### src/rtl/mtm_pkg.sv
/*
 * Constants shared by the 16-bit modulo timer: register word indices,
 * field positions, reset values and clock source codes.
 * Assumes a 32-bit AHB-Lite bus with byte-wide registers in the low lane.
 */
package mtm_pkg;

	localparam int HADDR_W = 32;
	localparam int HDATA_W = 32;
	localparam int REG_W = 8;
	localparam int CNT_W = 16;
	localparam int IDX_W = 3;

	// Word index of each register; byte address is four times the index
	localparam logic [IDX_W-1:0] IDX_SC = 3'h0;
	localparam logic [IDX_W-1:0] IDX_CLK = 3'h1;
	localparam logic [IDX_W-1:0] IDX_COUNT_HIGH_BYTE = 3'h2;
	localparam logic [IDX_W-1:0] IDX_COUNT_LOW_BYTE = 3'h3;
	localparam logic [IDX_W-1:0] IDX_MODULO_HIGH_BYTE = 3'h4;
	localparam logic [IDX_W-1:0] IDX_MODULO_LOW_BYTE = 3'h5;
	localparam logic [IDX_W-1:0] IDX_LAST = 3'h5;

	// status_control fields
	localparam int FLAG_BIT = 7;
	localparam int IRQEN_BIT = 6;
	localparam int CLEAR_BIT = 5;
	localparam int HALT_BIT = 4;

	// clock_config fields
	localparam int SRC_LSB = 4;
	localparam int SRC_W = 2;
	localparam int PRESC_LSB = 0;
	localparam int PRESC_W = 4;
	localparam logic [PRESC_W-1:0] PRESC_MAX = 4'h8;

	localparam logic [SRC_W-1:0] SRC_BUS = 2'h0;
	localparam logic [SRC_W-1:0] SRC_FIXED = 2'h1;
	localparam logic [SRC_W-1:0] SRC_EXT_FALL = 2'h2;
	localparam logic [SRC_W-1:0] SRC_EXT_RISE = 2'h3;

	localparam logic HALT_RST = 1'b1;
	localparam logic [SRC_W-1:0] SRC_RST = 2'h0;
	localparam logic [PRESC_W-1:0] PRESC_RST = 4'h0;
	localparam logic [CNT_W-1:0] CNT_RST = 16'h0000;
	localparam logic [CNT_W-1:0] MOD_RST = 16'h0000;
	localparam logic [CNT_W-1:0] CNT_TOP = 16'hffff;

endpackage : mtm_pkg

### src/rtl/mtm_reg_if.sv
/*
 * Register access strobes between the bus slave and the timer core.
 * Assumes rd and wr are one-cycle pulses in the hclk domain.
 */
`timescale 1ns/1ps
interface mtm_reg_if;
	import mtm_pkg::*;
	logic rd;
	logic wr;
	logic [IDX_W-1:0] idx;
	logic [REG_W-1:0] wdata;
	logic [REG_W-1:0] rdata;
	modport bus (output rd, output wr, output idx, output wdata, input rdata);
	modport core (input rd, input wr, input idx, input wdata, output rdata);
endinterface : mtm_reg_if

### src/rtl/mtm_ahb.sv
/*
 * AHB-Lite slave for the modulo timer registers.
 * Assumes single word transfers; writes take no wait state, reads take one.
 */
`timescale 1ns/1ps
module mtm_ahb (
	input wire logic hclk,
	input wire logic hresetn,
	input wire logic hsel,
	input wire logic [mtm_pkg::HADDR_W-1:0] haddr,
	input wire logic [1:0] htrans,
	input wire logic hwrite,
	input wire logic [mtm_pkg::HDATA_W-1:0] hwdata,
	input wire logic hready,
	output logic hreadyout,
	output logic hresp,
	output logic [mtm_pkg::HDATA_W-1:0] hrdata,
	mtm_reg_if.bus rif
);
	import mtm_pkg::*;

	typedef enum logic {ST_IDLE = 1'b0, ST_RWAIT = 1'b1} mtm_bus_e;

	mtm_bus_e state_ff;
	logic wpend_ff;
	logic hit_ff;
	logic [IDX_W-1:0] idx_ff;
	logic ready_ff;
	logic [HDATA_W-1:0] rdata_ff;
	logic take;
	logic hit;

	assign take = hsel & htrans[1] & hready;
	assign hit = (haddr[HADDR_W-1:5] == '0) && (haddr[4:2] <= IDX_LAST) && (haddr[1:0] == 2'h0);

	always_ff @(posedge hclk or negedge hresetn) begin
		if (!hresetn) begin
			state_ff <= ST_IDLE;
			wpend_ff <= 1'b0;
			hit_ff <= 1'b0;
			idx_ff <= '0;
			ready_ff <= 1'b1;
		end else begin
			wpend_ff <= take & hwrite;
			if (take) begin
				hit_ff <= hit;
				idx_ff <= haddr[4:2];
			end
			unique case (state_ff)
				ST_IDLE: begin
					if (take && !hwrite) begin
						state_ff <= ST_RWAIT;
						ready_ff <= 1'b0;
					end
				end
				ST_RWAIT: begin
					state_ff <= ST_IDLE;
					ready_ff <= 1'b1;
				end
			endcase
		end
	end

	// Read is sampled a cycle late so a write just ahead of it is visible
	always_ff @(posedge hclk or negedge hresetn) begin
		if (!hresetn) begin
			rdata_ff <= '0;
		end else if (state_ff == ST_RWAIT) begin
			rdata_ff <= hit_ff ? {{(HDATA_W-REG_W){1'b0}}, rif.rdata} : '0;
		end
	end

	assign rif.rd = (state_ff == ST_RWAIT) & hit_ff;
	assign rif.wr = wpend_ff & hit_ff;
	assign rif.idx = idx_ff;
	assign rif.wdata = hwdata[REG_W-1:0];
	assign hreadyout = ready_ff;
	assign hresp = 1'b0;
	assign hrdata = rdata_ff;

endmodule : mtm_ahb

### src/rtl/mtm_presc.sv
/*
 * Clock source selector and 8-bit prescaler of the modulo timer.
 * Assumes the fixed clock and the external input are asynchronous levels.
 */
`timescale 1ns/1ps
module mtm_presc #(
	parameter int DIV_W = 8
) (
	input wire logic hclk,
	input wire logic hresetn,
	input wire logic fixed_freq_clock,
	input wire logic ext_count_input,
	input wire logic [mtm_pkg::SRC_W-1:0] src_sel,
	input wire logic [mtm_pkg::PRESC_W-1:0] presc_sel,
	output logic tick
);
	import mtm_pkg::*;

	generate
		if (DIV_W != 8) begin : g_chk
			$error("mtm_presc: divider must be 8 bits");
		end
	endgenerate

	logic [2:0] fix_sync_ff;
	logic [2:0] ext_sync_ff;
	logic [DIV_W-1:0] div_ff;
	logic tick_ff;
	logic src_edge;

	function automatic logic [DIV_W-1:0] presc_mask(input logic [PRESC_W-1:0] code);
		logic [PRESC_W-1:0] k;
		k = (code > PRESC_MAX) ? PRESC_MAX : code;
		presc_mask = DIV_W'((9'h001 << k) - 9'h001);
	endfunction : presc_mask

	// Stage 0 feeds only stage 1; edges are taken between stages 1 and 2
	always_ff @(posedge hclk or negedge hresetn) begin
		if (!hresetn) begin
			fix_sync_ff <= 3'h0;
			ext_sync_ff <= 3'h0;
		end else begin
			fix_sync_ff <= {fix_sync_ff[1:0], fixed_freq_clock};
			ext_sync_ff <= {ext_sync_ff[1:0], ext_count_input};
		end
	end

	always_comb begin
		unique case (src_sel)
			SRC_BUS: src_edge = 1'b1;
			SRC_FIXED: src_edge = fix_sync_ff[1] & ~fix_sync_ff[2];
			SRC_EXT_FALL: src_edge = ~ext_sync_ff[1] & ext_sync_ff[2];
			SRC_EXT_RISE: src_edge = ext_sync_ff[1] & ~ext_sync_ff[2];
		endcase
	end

	// Free-running so a rate change never disturbs the count
	always_ff @(posedge hclk or negedge hresetn) begin
		if (!hresetn) begin
			div_ff <= '0;
		end else if (src_edge) begin
			div_ff <= div_ff + 1'b1;
		end
	end

	always_ff @(posedge hclk or negedge hresetn) begin
		if (!hresetn) begin
			tick_ff <= 1'b0;
		end else begin
			tick_ff <= src_edge && ((div_ff & presc_mask(presc_sel)) == presc_mask(presc_sel));
		end
	end

	assign tick = tick_ff;

endmodule : mtm_presc

### src/rtl/mtm_timer.sv
/*
 * Top of the 16-bit modulo timer: registers, counter, overflow flag,
 * coherent count reads and buffered modulo writes.
 * Assumes debug_halt_mode comes from logic on hclk; the pins
 * fixed_freq_clock and ext_count_input are asynchronous.
 */
`timescale 1ns/1ps

module mtm_timer (
	input wire logic hclk,
	input wire logic hresetn,
	input wire logic hsel,
	input wire logic [mtm_pkg::HADDR_W-1:0] haddr,
	input wire logic [1:0] htrans,
	input wire logic hwrite,
	input wire logic [2:0] hsize,
	input wire logic [mtm_pkg::HDATA_W-1:0] hwdata,
	input wire logic hready,
	output logic hreadyout,
	output logic hresp,
	output logic [mtm_pkg::HDATA_W-1:0] hrdata,
	input wire logic debug_halt_mode,
	input wire logic fixed_freq_clock,
	input wire logic ext_count_input,
	output logic overflow_irq
);
	import mtm_pkg::*;

	mtm_reg_if rif ();

	// The count is read as two register bytes on the low lane
	generate
		if (CNT_W != 2 * REG_W) begin : g_cnt_chk
			$error("mtm_timer: count must be exactly two register bytes");
		end
		if (HDATA_W < REG_W) begin : g_lane_chk
			$error("mtm_timer: bus data narrower than a register byte");
		end
	endgenerate

	// Wrap test; modulo zero falls back to the full 16-bit range
	function automatic logic at_top(
		input logic [CNT_W-1:0] cnt_val,
		input logic [CNT_W-1:0] mod_cur
	);
		at_top = (cnt_val == CNT_TOP) || ((mod_cur != MOD_RST) && (cnt_val == mod_cur));
	endfunction : at_top

	// Picks one count byte from the coherency buffer or from the live count
	function automatic logic [REG_W-1:0] count_byte(
		input logic hi,
		input logic from_held,
		input logic [CNT_W-1:0] held_val,
		input logic [CNT_W-1:0] live_val
	);
		logic [CNT_W-1:0] src;
		src = from_held ? held_val : live_val;
		count_byte = hi ? src[CNT_W-1:REG_W] : src[REG_W-1:0];
	endfunction : count_byte

	logic overflow_flag_ff;
	logic overflow_irq_enable_ff;
	logic counter_halt_ff;
	logic clear_arm_ff;
	logic [SRC_W-1:0] clock_source_sel_ff;
	logic [PRESC_W-1:0] prescale_sel_ff;
	logic [CNT_W-1:0] count_ff;
	logic [CNT_W-1:0] rd_buf_ff;
	logic rd_held_ff;
	logic rd_first_hi_ff;
	logic [CNT_W-1:0] mod_eff_ff;
	logic [CNT_W-1:0] mod_new_ff;
	logic mod_pend_ff;
	logic [REG_W-1:0] mod_buf_hi_ff;
	logic [REG_W-1:0] mod_buf_lo_ff;
	logic [1:0] mod_seen_ff;
	logic mod_now_ff;
	logic irq_ff;

	logic tick;
	logic step;
	logic wrap;
	logic ovf;
	logic sc_wr;
	logic sc_rd;
	logic clk_wr;
	logic trst;
	logic cnt_rd;
	logic mod_hi_wr;
	logic mod_lo_wr;
	logic mod_done;
	logic dbg_mod_wr;
	logic use_held;
	logic [CNT_W-1:0] mod_val;

	mtm_ahb u_ahb (
		.hclk(hclk),
		.hresetn(hresetn),
		.hsel(hsel),
		.haddr(haddr),
		.htrans(htrans),
		.hwrite(hwrite),
		.hwdata(hwdata),
		.hready(hready),
		.hreadyout(hreadyout),
		.hresp(hresp),
		.hrdata(hrdata),
		.rif(rif.bus)
	);

	mtm_presc #(
		.DIV_W(8)
	) u_presc (
		.hclk(hclk),
		.hresetn(hresetn),
		.fixed_freq_clock(fixed_freq_clock),
		.ext_count_input(ext_count_input),
		.src_sel(clock_source_sel_ff),
		.presc_sel(prescale_sel_ff),
		.tick(tick)
	);

	// Access decode
	assign sc_wr = rif.wr && (rif.idx == IDX_SC);
	assign sc_rd = rif.rd && (rif.idx == IDX_SC);
	assign clk_wr = rif.wr && (rif.idx == IDX_CLK);
	assign trst = sc_wr && rif.wdata[CLEAR_BIT];
	assign cnt_rd = rif.rd && ((rif.idx == IDX_COUNT_HIGH_BYTE) || (rif.idx == IDX_COUNT_LOW_BYTE));
	assign mod_hi_wr = rif.wr && (rif.idx == IDX_MODULO_HIGH_BYTE);
	assign mod_lo_wr = rif.wr && (rif.idx == IDX_MODULO_LOW_BYTE);

	// Count step and wrap
	assign step = tick && !counter_halt_ff && !debug_halt_mode;
	assign wrap = at_top(count_ff, mod_eff_ff);
	// Debug reads must see the live count, so the buffer is bypassed there
	assign use_held = rd_held_ff && !debug_halt_mode;
	assign ovf = step && wrap;

	// Modulo write buffer
	assign dbg_mod_wr = debug_halt_mode && (mod_hi_wr || mod_lo_wr);
	assign mod_done = !debug_halt_mode && ((mod_hi_wr && mod_seen_ff[0]) || (mod_lo_wr && mod_seen_ff[1]));
	assign mod_val = mod_hi_wr ? {rif.wdata, mod_buf_lo_ff} : {mod_buf_hi_ff, rif.wdata};

	// Source and rate changes never touch the count
	always_ff @(posedge hclk or negedge hresetn) begin
		if (!hresetn) begin
			clock_source_sel_ff <= SRC_RST;
			prescale_sel_ff <= PRESC_RST;
		end else if (clk_wr) begin
			clock_source_sel_ff <= rif.wdata[SRC_LSB +: SRC_W];
			prescale_sel_ff <= rif.wdata[PRESC_LSB +: PRESC_W];
		end
	end

	always_ff @(posedge hclk or negedge hresetn) begin
		if (!hresetn) begin
			overflow_irq_enable_ff <= 1'b0;
			counter_halt_ff <= HALT_RST;
		end else if (sc_wr) begin
			overflow_irq_enable_ff <= rif.wdata[IRQEN_BIT];
			counter_halt_ff <= rif.wdata[HALT_BIT];
		end
	end

	// Counter; writes to the count bytes are never decoded
	always_ff @(posedge hclk or negedge hresetn) begin
		if (!hresetn) begin
			count_ff <= CNT_RST;
		end else if (trst || dbg_mod_wr || (mod_done && mod_now_ff)) begin
			count_ff <= CNT_RST;
		end else if (step) begin
			count_ff <= wrap ? CNT_RST : count_ff + 1'b1;
		end
	end

	// Arming read; any overflow drops it so the next zero write is harmless
	always_ff @(posedge hclk or negedge hresetn) begin
		if (!hresetn) begin
			clear_arm_ff <= 1'b0;
		end else if (ovf || sc_wr || trst) begin
			clear_arm_ff <= 1'b0;
		end else if (sc_rd && overflow_flag_ff) begin
			clear_arm_ff <= 1'b1;
		end
	end

	// A new overflow beats any clear arriving in the same cycle
	always_ff @(posedge hclk or negedge hresetn) begin
		if (!hresetn) begin
			overflow_flag_ff <= 1'b0;
		end else if (ovf) begin
			overflow_flag_ff <= 1'b1;
		end else if (trst) begin
			overflow_flag_ff <= 1'b0;
		end else if (sc_wr && !rif.wdata[FLAG_BIT] && clear_arm_ff) begin
			overflow_flag_ff <= 1'b0;
		end
	end

	// Registered, so the request trails the flag by one cycle.
	// Software that sets the enable with the flag up gets a request at once;
	// the logic does not guard against that order.
	always_ff @(posedge hclk or negedge hresetn) begin
		if (!hresetn) begin
			irq_ff <= 1'b0;
		end else begin
			irq_ff <= overflow_flag_ff && overflow_irq_enable_ff;
		end
	end

	assign overflow_irq = irq_ff;

	// Coherent count read latch.
	// Reading the same byte twice keeps the snapshot; only the other byte
	// or a counter-clear releases it, so either byte order gives one consistent value.
	always_ff @(posedge hclk or negedge hresetn) begin
		if (!hresetn) begin
			rd_held_ff <= 1'b0;
			rd_first_hi_ff <= 1'b0;
			rd_buf_ff <= CNT_RST;
		end else if (trst) begin
			rd_held_ff <= 1'b0;
		end else if (cnt_rd && !debug_halt_mode) begin
			if (!rd_held_ff) begin
				rd_held_ff <= 1'b1;
				rd_first_hi_ff <= (rif.idx == IDX_COUNT_HIGH_BYTE);
				rd_buf_ff <= count_ff;
			end else if ((rif.idx == IDX_COUNT_HIGH_BYTE) != rd_first_hi_ff) begin
				rd_held_ff <= 1'b0;
			end
		end
	end

	// Modulo write latch sequence; frozen in debug, restarted by counter-clear
	always_ff @(posedge hclk or negedge hresetn) begin
		if (!hresetn) begin
			mod_seen_ff <= 2'h0;
			mod_buf_hi_ff <= '0;
			mod_buf_lo_ff <= '0;
		end else if (trst) begin
			mod_seen_ff <= 2'h0;
		end else if (!debug_halt_mode) begin
			if (mod_done) begin
				mod_seen_ff <= 2'h0;
			end else if (mod_hi_wr) begin
				mod_seen_ff[1] <= 1'b1;
				mod_buf_hi_ff <= rif.wdata;
			end else if (mod_lo_wr) begin
				mod_seen_ff[0] <= 1'b1;
				mod_buf_lo_ff <= rif.wdata;
			end
		end
	end

	// Set by reset and counter-clear: the next complete pair applies at once
	always_ff @(posedge hclk or negedge hresetn) begin
		if (!hresetn) begin
			mod_now_ff <= 1'b1;
		end else if (trst) begin
			mod_now_ff <= 1'b1;
		end else if (mod_done) begin
			mod_now_ff <= 1'b0;
		end
	end

	// Effective modulo; a pending pair waits for the next wrap or counter-clear.
	// Applying it only at a wrap or a counter-clear keeps the running period whole; the cost is
	// one more full period at the old value after a late write.
	always_ff @(posedge hclk or negedge hresetn) begin
		if (!hresetn) begin
			mod_eff_ff <= MOD_RST;
			mod_new_ff <= MOD_RST;
			mod_pend_ff <= 1'b0;
		end else begin
			if ((ovf || trst) && mod_pend_ff) begin
				mod_eff_ff <= mod_new_ff;
				mod_pend_ff <= 1'b0;
			end
			if (dbg_mod_wr && mod_hi_wr) begin
				mod_eff_ff[15:8] <= rif.wdata;
			end else if (dbg_mod_wr) begin
				mod_eff_ff[7:0] <= rif.wdata;
			end else if (mod_done && mod_now_ff) begin
				mod_eff_ff <= mod_val;
			end else if (mod_done) begin
				mod_new_ff <= mod_val;
				mod_pend_ff <= 1'b1;
			end
		end
	end

	// Read data; the latch only serves reads outside debug halt
	always_comb begin
		rif.rdata = '0;
		unique case (rif.idx)
			IDX_SC: rif.rdata = {overflow_flag_ff, overflow_irq_enable_ff, 1'b0, counter_halt_ff, 4'h0};
			IDX_CLK: rif.rdata = {2'h0, clock_source_sel_ff, prescale_sel_ff};
			IDX_COUNT_HIGH_BYTE: rif.rdata = count_byte(1'b1, use_held, rd_buf_ff, count_ff);
			IDX_COUNT_LOW_BYTE: rif.rdata = count_byte(1'b0, use_held, rd_buf_ff, count_ff);
			IDX_MODULO_HIGH_BYTE: rif.rdata = mod_eff_ff[15:8];
			IDX_MODULO_LOW_BYTE: rif.rdata = mod_eff_ff[7:0];
			default: rif.rdata = '0;
		endcase
	end

endmodule : mtm_timer
### config.mk
export PLATFORM = sky130hd
export DESIGN_NAME = mtm_timer
export DESIGN_NICKNAME = d
export VERILOG_FILES = /design/src/rtl/mtm_pkg.sv /design/src/rtl/mtm_reg_if.sv /design/src/rtl/mtm_ahb.sv /design/src/rtl/mtm_presc.sv /design/src/rtl/mtm_timer.sv
export SDC_FILE = /design/constraint.sdc
export NUM_CORES = 1
export LEC_CHECK = 0
export CAP_MARGIN = 20
export CORE_AREA = 4 4 131 133
export CTS_CLUSTER_SIZE = 40
export DETAILED_ROUTE_END_ITERATION = 8
export DIE_AREA = 0 0 135 137
export DONT_BUFFER_PORTS = 1
export GPL_TIMING_DRIVEN = 0
export SYNTH_ARGS = -nofsm -noshare
export SYNTH_HDL_FRONTEND = slang
export SYNTH_SLANG_ARGS = --single-unit
### constraint.sdc
create_clock -name hclk -period 7.5 [get_ports hclk]
set_clock_uncertainty 0.15 [all_clocks]
set_input_delay 1.5 -clock hclk [delete_from_list [all_inputs] [get_ports hclk]]
set_output_delay 1.5 -clock hclk [all_outputs]
set_load 0.02 [all_outputs]
# After elaboration in Yosys (flattened, before gate mapping)
# Cells that the tools add are included.
# totals
mem_bits_ro,0
ramBits,0
latch_bits,0
register_bits,151
output_inout_bits,35
word_cells,171
in_bits,77
mem_count,0
# classes
multipliers,0
reduce_logical,59
mux,41
bitwise,21
shifts,1
n_div,0
add_sub_neg,3
order_cmp,2
eq_ne,15
# op_table
operator,count
$mux 16,7
$pmux 8 s6,1
$mux 8,5
$logic_and 1x1->1,28
$logic_not 27->1,1
$mux 1,21
$add 16x1->16 const B,1
$eq 16x16->1,1
$eq 16x16->1 const B,1
$reduce_bool 16->1,1
$not 1->1,12
$logic_or 1x1->1,9
$reduce_bool 3->1,3
$add 8x1->8 const B,1
$and 1x1->1,8
$and 8x8->8,1
$eq 8x8->1,1
$reduce_and 4->1,2
$reduce_bool 2->1,4
$shl 1x4->8 const A,1
$sub 8x1->8 const B,1
$eq 3x2->1 const B,2
$eq 3x3->1 const B,2
$mux 2,3
other kinds (17),25

# Logic depth before layout (Yosys ltp)
# depth
ltp_word,11
depth_mapped,9
depth_no_buf,7

# Hierarchy
# From an unflattened synthesis, not the netlist that was laid out.
# hier_totals
cells_unflattened,679
area_unflattened_um2,6951.7
# modules_own_cells
module,seq_area_each_um2,area_per_inst_um2,n_inst,cells_each
mtm_timer,2429.8,5331.4,1,520
mtm_ahb,376.6,915.9,1,95
mtm_presc,375.4,704.4,1,64

# Worst setup path before layout
# Ideal clock, no wire load.
# synth_path
kind,input -> register
startpoint,in hwdata[5] (netlist bit)
endpoint,reg count_ff[15]
required_ps,7273
cell_stages,7
path_buffers,2
setup_time_ps,77
t_arrival_ps,2850
path_slack_ps,4424
cell_sequence,clkbuf_1 and4_1 a21oi_2 o21ai_1 buf_2 or4_1 o21ai_1
# synth_between
elab_chain_cells,4
word_cells_on_any_way,5
cone_classes,1 x mux; 4 x reduce/logical
# synth_lines
item,line,rtl
start: declaration,mtm_timer.sv:17,"input wire logic [mtm_pkg::HDATA_W-1:0] hwdata,"
$logic_and 1x1->1 *,mtm_timer.sv:127,assign trst = sc_wr && rif.wdata[CLEAR_BIT];
$logic_or 1x1->1 * (2 in series),mtm_timer.sv:169,end else if (trst || dbg_mod_wr || (mod_done && mod_now_ff)) begin
$mux 16 / $reduce_bool 2->1 (equally long branches),-,
end signal: assignment,mtm_timer.sv:172,count_ff <= wrap ? CNT_RST : count_ff + 1'b1;
end: declaration,mtm_timer.sv:67,logic [CNT_W-1:0] count_ff;
# Every way passes the cells marked *; elsewhere a longest branch is shown, timed or not.
# A chain may end at the register's enable or synchronous reset.

# Final worst setup path
# layout_path
startpoint,in debug_halt_mode
endpoint,reg u_ahb.rdata_ff[1] (netlist: u_ahb.hrdata[1])
# layout_between
elab_chain_cells,5
# layout_lines
item,line,rtl
start: declaration,mtm_timer.sv:22,"input wire logic debug_halt_mode,"
$logic_not 1->1,-,
$logic_and 1x1->1,mtm_timer.sv:136,assign use_held = rd_held_ff && !debug_halt_mode;
$mux 16,mtm_timer.sv:57,src = from_held ? held_val : live_val;
$pmux 8 s6,mtm_timer.sv:295,unique case (rif.idx)
$mux 8,mtm_ahb.sv:69,"rdata_ff <= hit_ff ? {{(HDATA_W-REG_W){1'b0}}, rif.rdata} : '0;"
end signal: assignment,mtm_ahb.sv:69,
end: declaration,mtm_ahb.sv:29,logic [HDATA_W-1:0] rdata_ff;
# Every way passes these cells.

==> flow_metrics.tcl <==
set metrics [dict create \
    outcome "completed" \
    critPathMaxFanout 10 \
    cp_data_arrival_time_ps 3270 \
    clk_pin_slew_ps 50 \
    ys_warn_count 0 \
    use_met1_pct 26.8 \
    critical_path_class "primary input to flop" \
    cts_tree "done" \
    hpwl_um 12700 \
    die_h_um 137 \
    crit_path_start_kind "primary input" \
    grt_pass1_wl_um 28300 \
    remaining_drc_errors 0 \
    globalRouteTotalUtil_pct 19.9 \
    antenna_found_initial 0 \
    synthMuxAreaShare_pct 13.0 \
    fin_area_sq_um 7840 \
    nNetsFinal 789 \
    power_density_nw_per_um2 216 \
    synthSimpleGateAreaFrac_pct 15.0 \
    syn-cell-area_sq_um 6940 \
    finalSetupViolations 0 \
    worst_setup_path_end_kind "flop" \
    slew_violations 0 \
    place_ws_ps 3970 \
    initial_core_util_pct 43.9 \
    whs_ps 196 \
    synthXorXnorAreaFrac_pct 3.15 \
    post_route_cells_drive_above_1_share_pct 19.3 \
    placed_area_sq_um 7300 \
    insertedDiodeCount 0 \
    synthTopCellsByArea "dfrtp_1 (45%), mux2_2 (7.8%), mux2i_1 (4.9%)" \
    rsz0062_at_grt "no" \
    fmax_mhz 319 \
    clock-sinks 127 \
    drv_cap 0 \
    p_leak_nw 3.62 \
    die_area_sq_um 18500 \
    clock_tree.buffer_depth 2 \
    numPortBuffers 0 \
    worstSkewPairLatency_ps 420 \
    core_area_sq_um 15800 \
    h-tree-depth 4 \
    post_cts_resized 0 \
    chipWidth_um 135 \
    postCtsHoldBufs 0 \
    cts_buffers 17 \
    synth_cells 666 \
    ant_nets 0 \
    grt_pass1_vias 5188 \
    dr.pass1.iters 5 \
    vias 5398 \
    gr-total-overflow 0 \
    synth_largest_area_cell "dfrtp_1" \
    grt_busiest_layer "met2" \
    synth_seq_cells 127 \
    ys_types 65 \
    io_pins 112 \
    syn_area_per_cell_sq_um 10.4 \
    final.period_utilization_pct 41.8 \
    required_ps 7640 \
    post_cts_buffers 0 \
    holdCritPathClass "flop to flop" \
    synthAdderAreaFrac_pct 0.541 \
    fin_tns_setup_ps 0 \
    wire_per_inst_um 19.4 \
    grt_use_met3_pct 6.65 \
    setup_ws_ps 4360 \
    syn2layout_area_growth_pct 13.0 \
    synth_top_area_share_pct 44.7 \
    synth_top_family_by_area "compound AO/OA/AOI/OAI gates" \
    seq_area_frac_synth_pct 45.8 \
    synth_edf_count 0 \
    cts_root_buf "clkbuf_16" \
    synth-async-reset-ratio_pct 100 \
    finalWirelength_um 18100 \
    fin_crit_ps 3140 \
    ys.flop_type "dfrtp_1" \
    relSlewSlack_pct 35.0 \
    grt_max_degree 128 \
    num_rows 46 \
    dr.first_iter.drc_count 323 \
    vias_per_cell 5.77 \
    use_met2_pct 30.9 \
    nFillCells 1469 \
    finalHoldViolations 0 \
    vdd_drop_max_mv 0.145 \
    tightest_slew_ps 968 \
    gp_congestion 0.876 \
    synth-compound-area-share_pct 15.9 \
]
[final timing paths]
path                       depth (start not counted)                      to  slack, ps                   start
max                                                7         u_ahb.hrdata[1]       4360         debug_halt_mode
min                                                0  u_presc.fix_sync_ff[1]        200  u_presc.fix_sync_ff[0]
max reg2reg                                        8           mod_eff_ff[6]       4460             count_ff[0]
min reg2reg                                        0  u_presc.fix_sync_ff[1]        200  u_presc.fix_sync_ff[0]
max in group asynchronous                          0              mod_now_ff       6330                 hresetn
min in group asynchronous                          0             count_ff[3]        620                 hresetn
[through the flow]
| step | power [mW] | utilization (%) | instances |
|---|---|---|---|
| 2_1_floorplan | 0.895 | - | 690 |
| 3_3_place_gp | 0.932 | 46.1 | 906 |
| 3_5_place_dp | 0.937 | 46.1 | 906 |
| 4_1_cts | 1.70 | 49.6 | 936 |
| 5_1_grt | 1.76 | 49.6 | 936 |
| 6_report | 1.69 | 49.6 | 936 |
[cells in the final DEF, fill, tap and decap left out, drive strengths merged, types with 2 or more instances in the layout]
cell type    n
nor4        17
clkinv       6
clkbuf      36
nand4       10
and3         3
a211oi      11
and2b        2
conb        25
dfstp        3
mux2i       34
a221o       17
mux2        48
a21o         2
nand2       37
buf         45
nor3b        2
o31ai        9
or4          4
xnor2        6
o21ai       17
nor2        42
and4         3
xor2        19
nor2b       18
ha           3
o21bai       2
a31oi        4
nand2b       4
a21oi       45
inv         19
nand3b       2
or3          4
dfrtp      124
o22ai       25
a22o        19
and2         5
nand3       25
nor3         9
[critical path, cell delays in order]
cell,delay [ps]
inv_1,100
nand2_1,340
clkbuf_1,610
mux2i_1,290
o22ai_1,110
a21oi_1,210
o22ai_1,100
[report_power, final]
| part | switching, mW | leakage (nW) | total, mW | internal (mW) |
|---|---|---|---|---|
| clock | 0.288 | 0.268 | 0.762 | 0.474 |
| sequential | 0.0434 | 1.62 | 0.765 | 0.722 |
| combinational | 0.0886 | 1.73 | 0.164 | 0.0752 |
[state kept, by name, summed over array words and instances (netlist names), 4 cells and up]
name and count:
count_ff 16, mod_buf_hi_ff 8, mod_buf_lo_ff 8, mod_eff_ff 16, mod_new_ff 16, prescale_sel_ff 4, rd_buf_ff 16, u_ahb.hrdata 8
u_presc.div_ff 8
[cells in the mapped netlist (all sizes together), types with 2 or more instances]
cell type  instances
dfrtp            124
mux2              48
a21oi             45
buf               45
nor2              42
nand2             37
mux2i             34
nand3             25
o22ai             25
a22o              19
inv               19
xor2              19
nor2b             18
a221o             17
nor4              17
o21ai             17
clkbuf            13
a211oi            11
nand4             10
nor3               9
o31ai              9
xnor2              6
and2               5
a31oi              4
nand2b             4
or3                4
or4                4
and3               3
and4               3
dfstp              3
ha                 3
a21o               2
and2b              2
nand3b             2
nor3b              2
o21bai             2
[area by class of cell]
| class | count | area [sq um] | share of cell area, % |
|---|---|---|---|
| clock buffers | 23 | 478 | 6.09 |
| multi-input cells | 485 | 3400 | 43.3 |
| plain buffers | 58 | 379 | 4.83 |
| clock inverters | 7 | 62.6 | 0.798 |
| well taps | 216 | 270 | 3.45 |
| inverters | 20 | 75.1 | 0.957 |
| flip-flops and latches | 127 | 3180 | 40.6 |
[kinds of logic after synthesis]
family | count (synthesis)
mux | 83
simple gates | 191
compound gates | 158
buf+inv | 78
xor+xnor | 25
fa+ha+maj | 3
flops | 127
other cells | 1
[per-layer routing]
| layer | share of wire [%] | up-vias |
|---|---|---|
| met2 | 46 | 201 |
| met4 | 1.5 | 0 |
| met5 | 0 | - |
| met3 | 8.6 | 24 |
| met1 | 44 | 2674 |
| li1 | - | 2499 |
No activity file was read; power rests on OpenSTA's default activity.
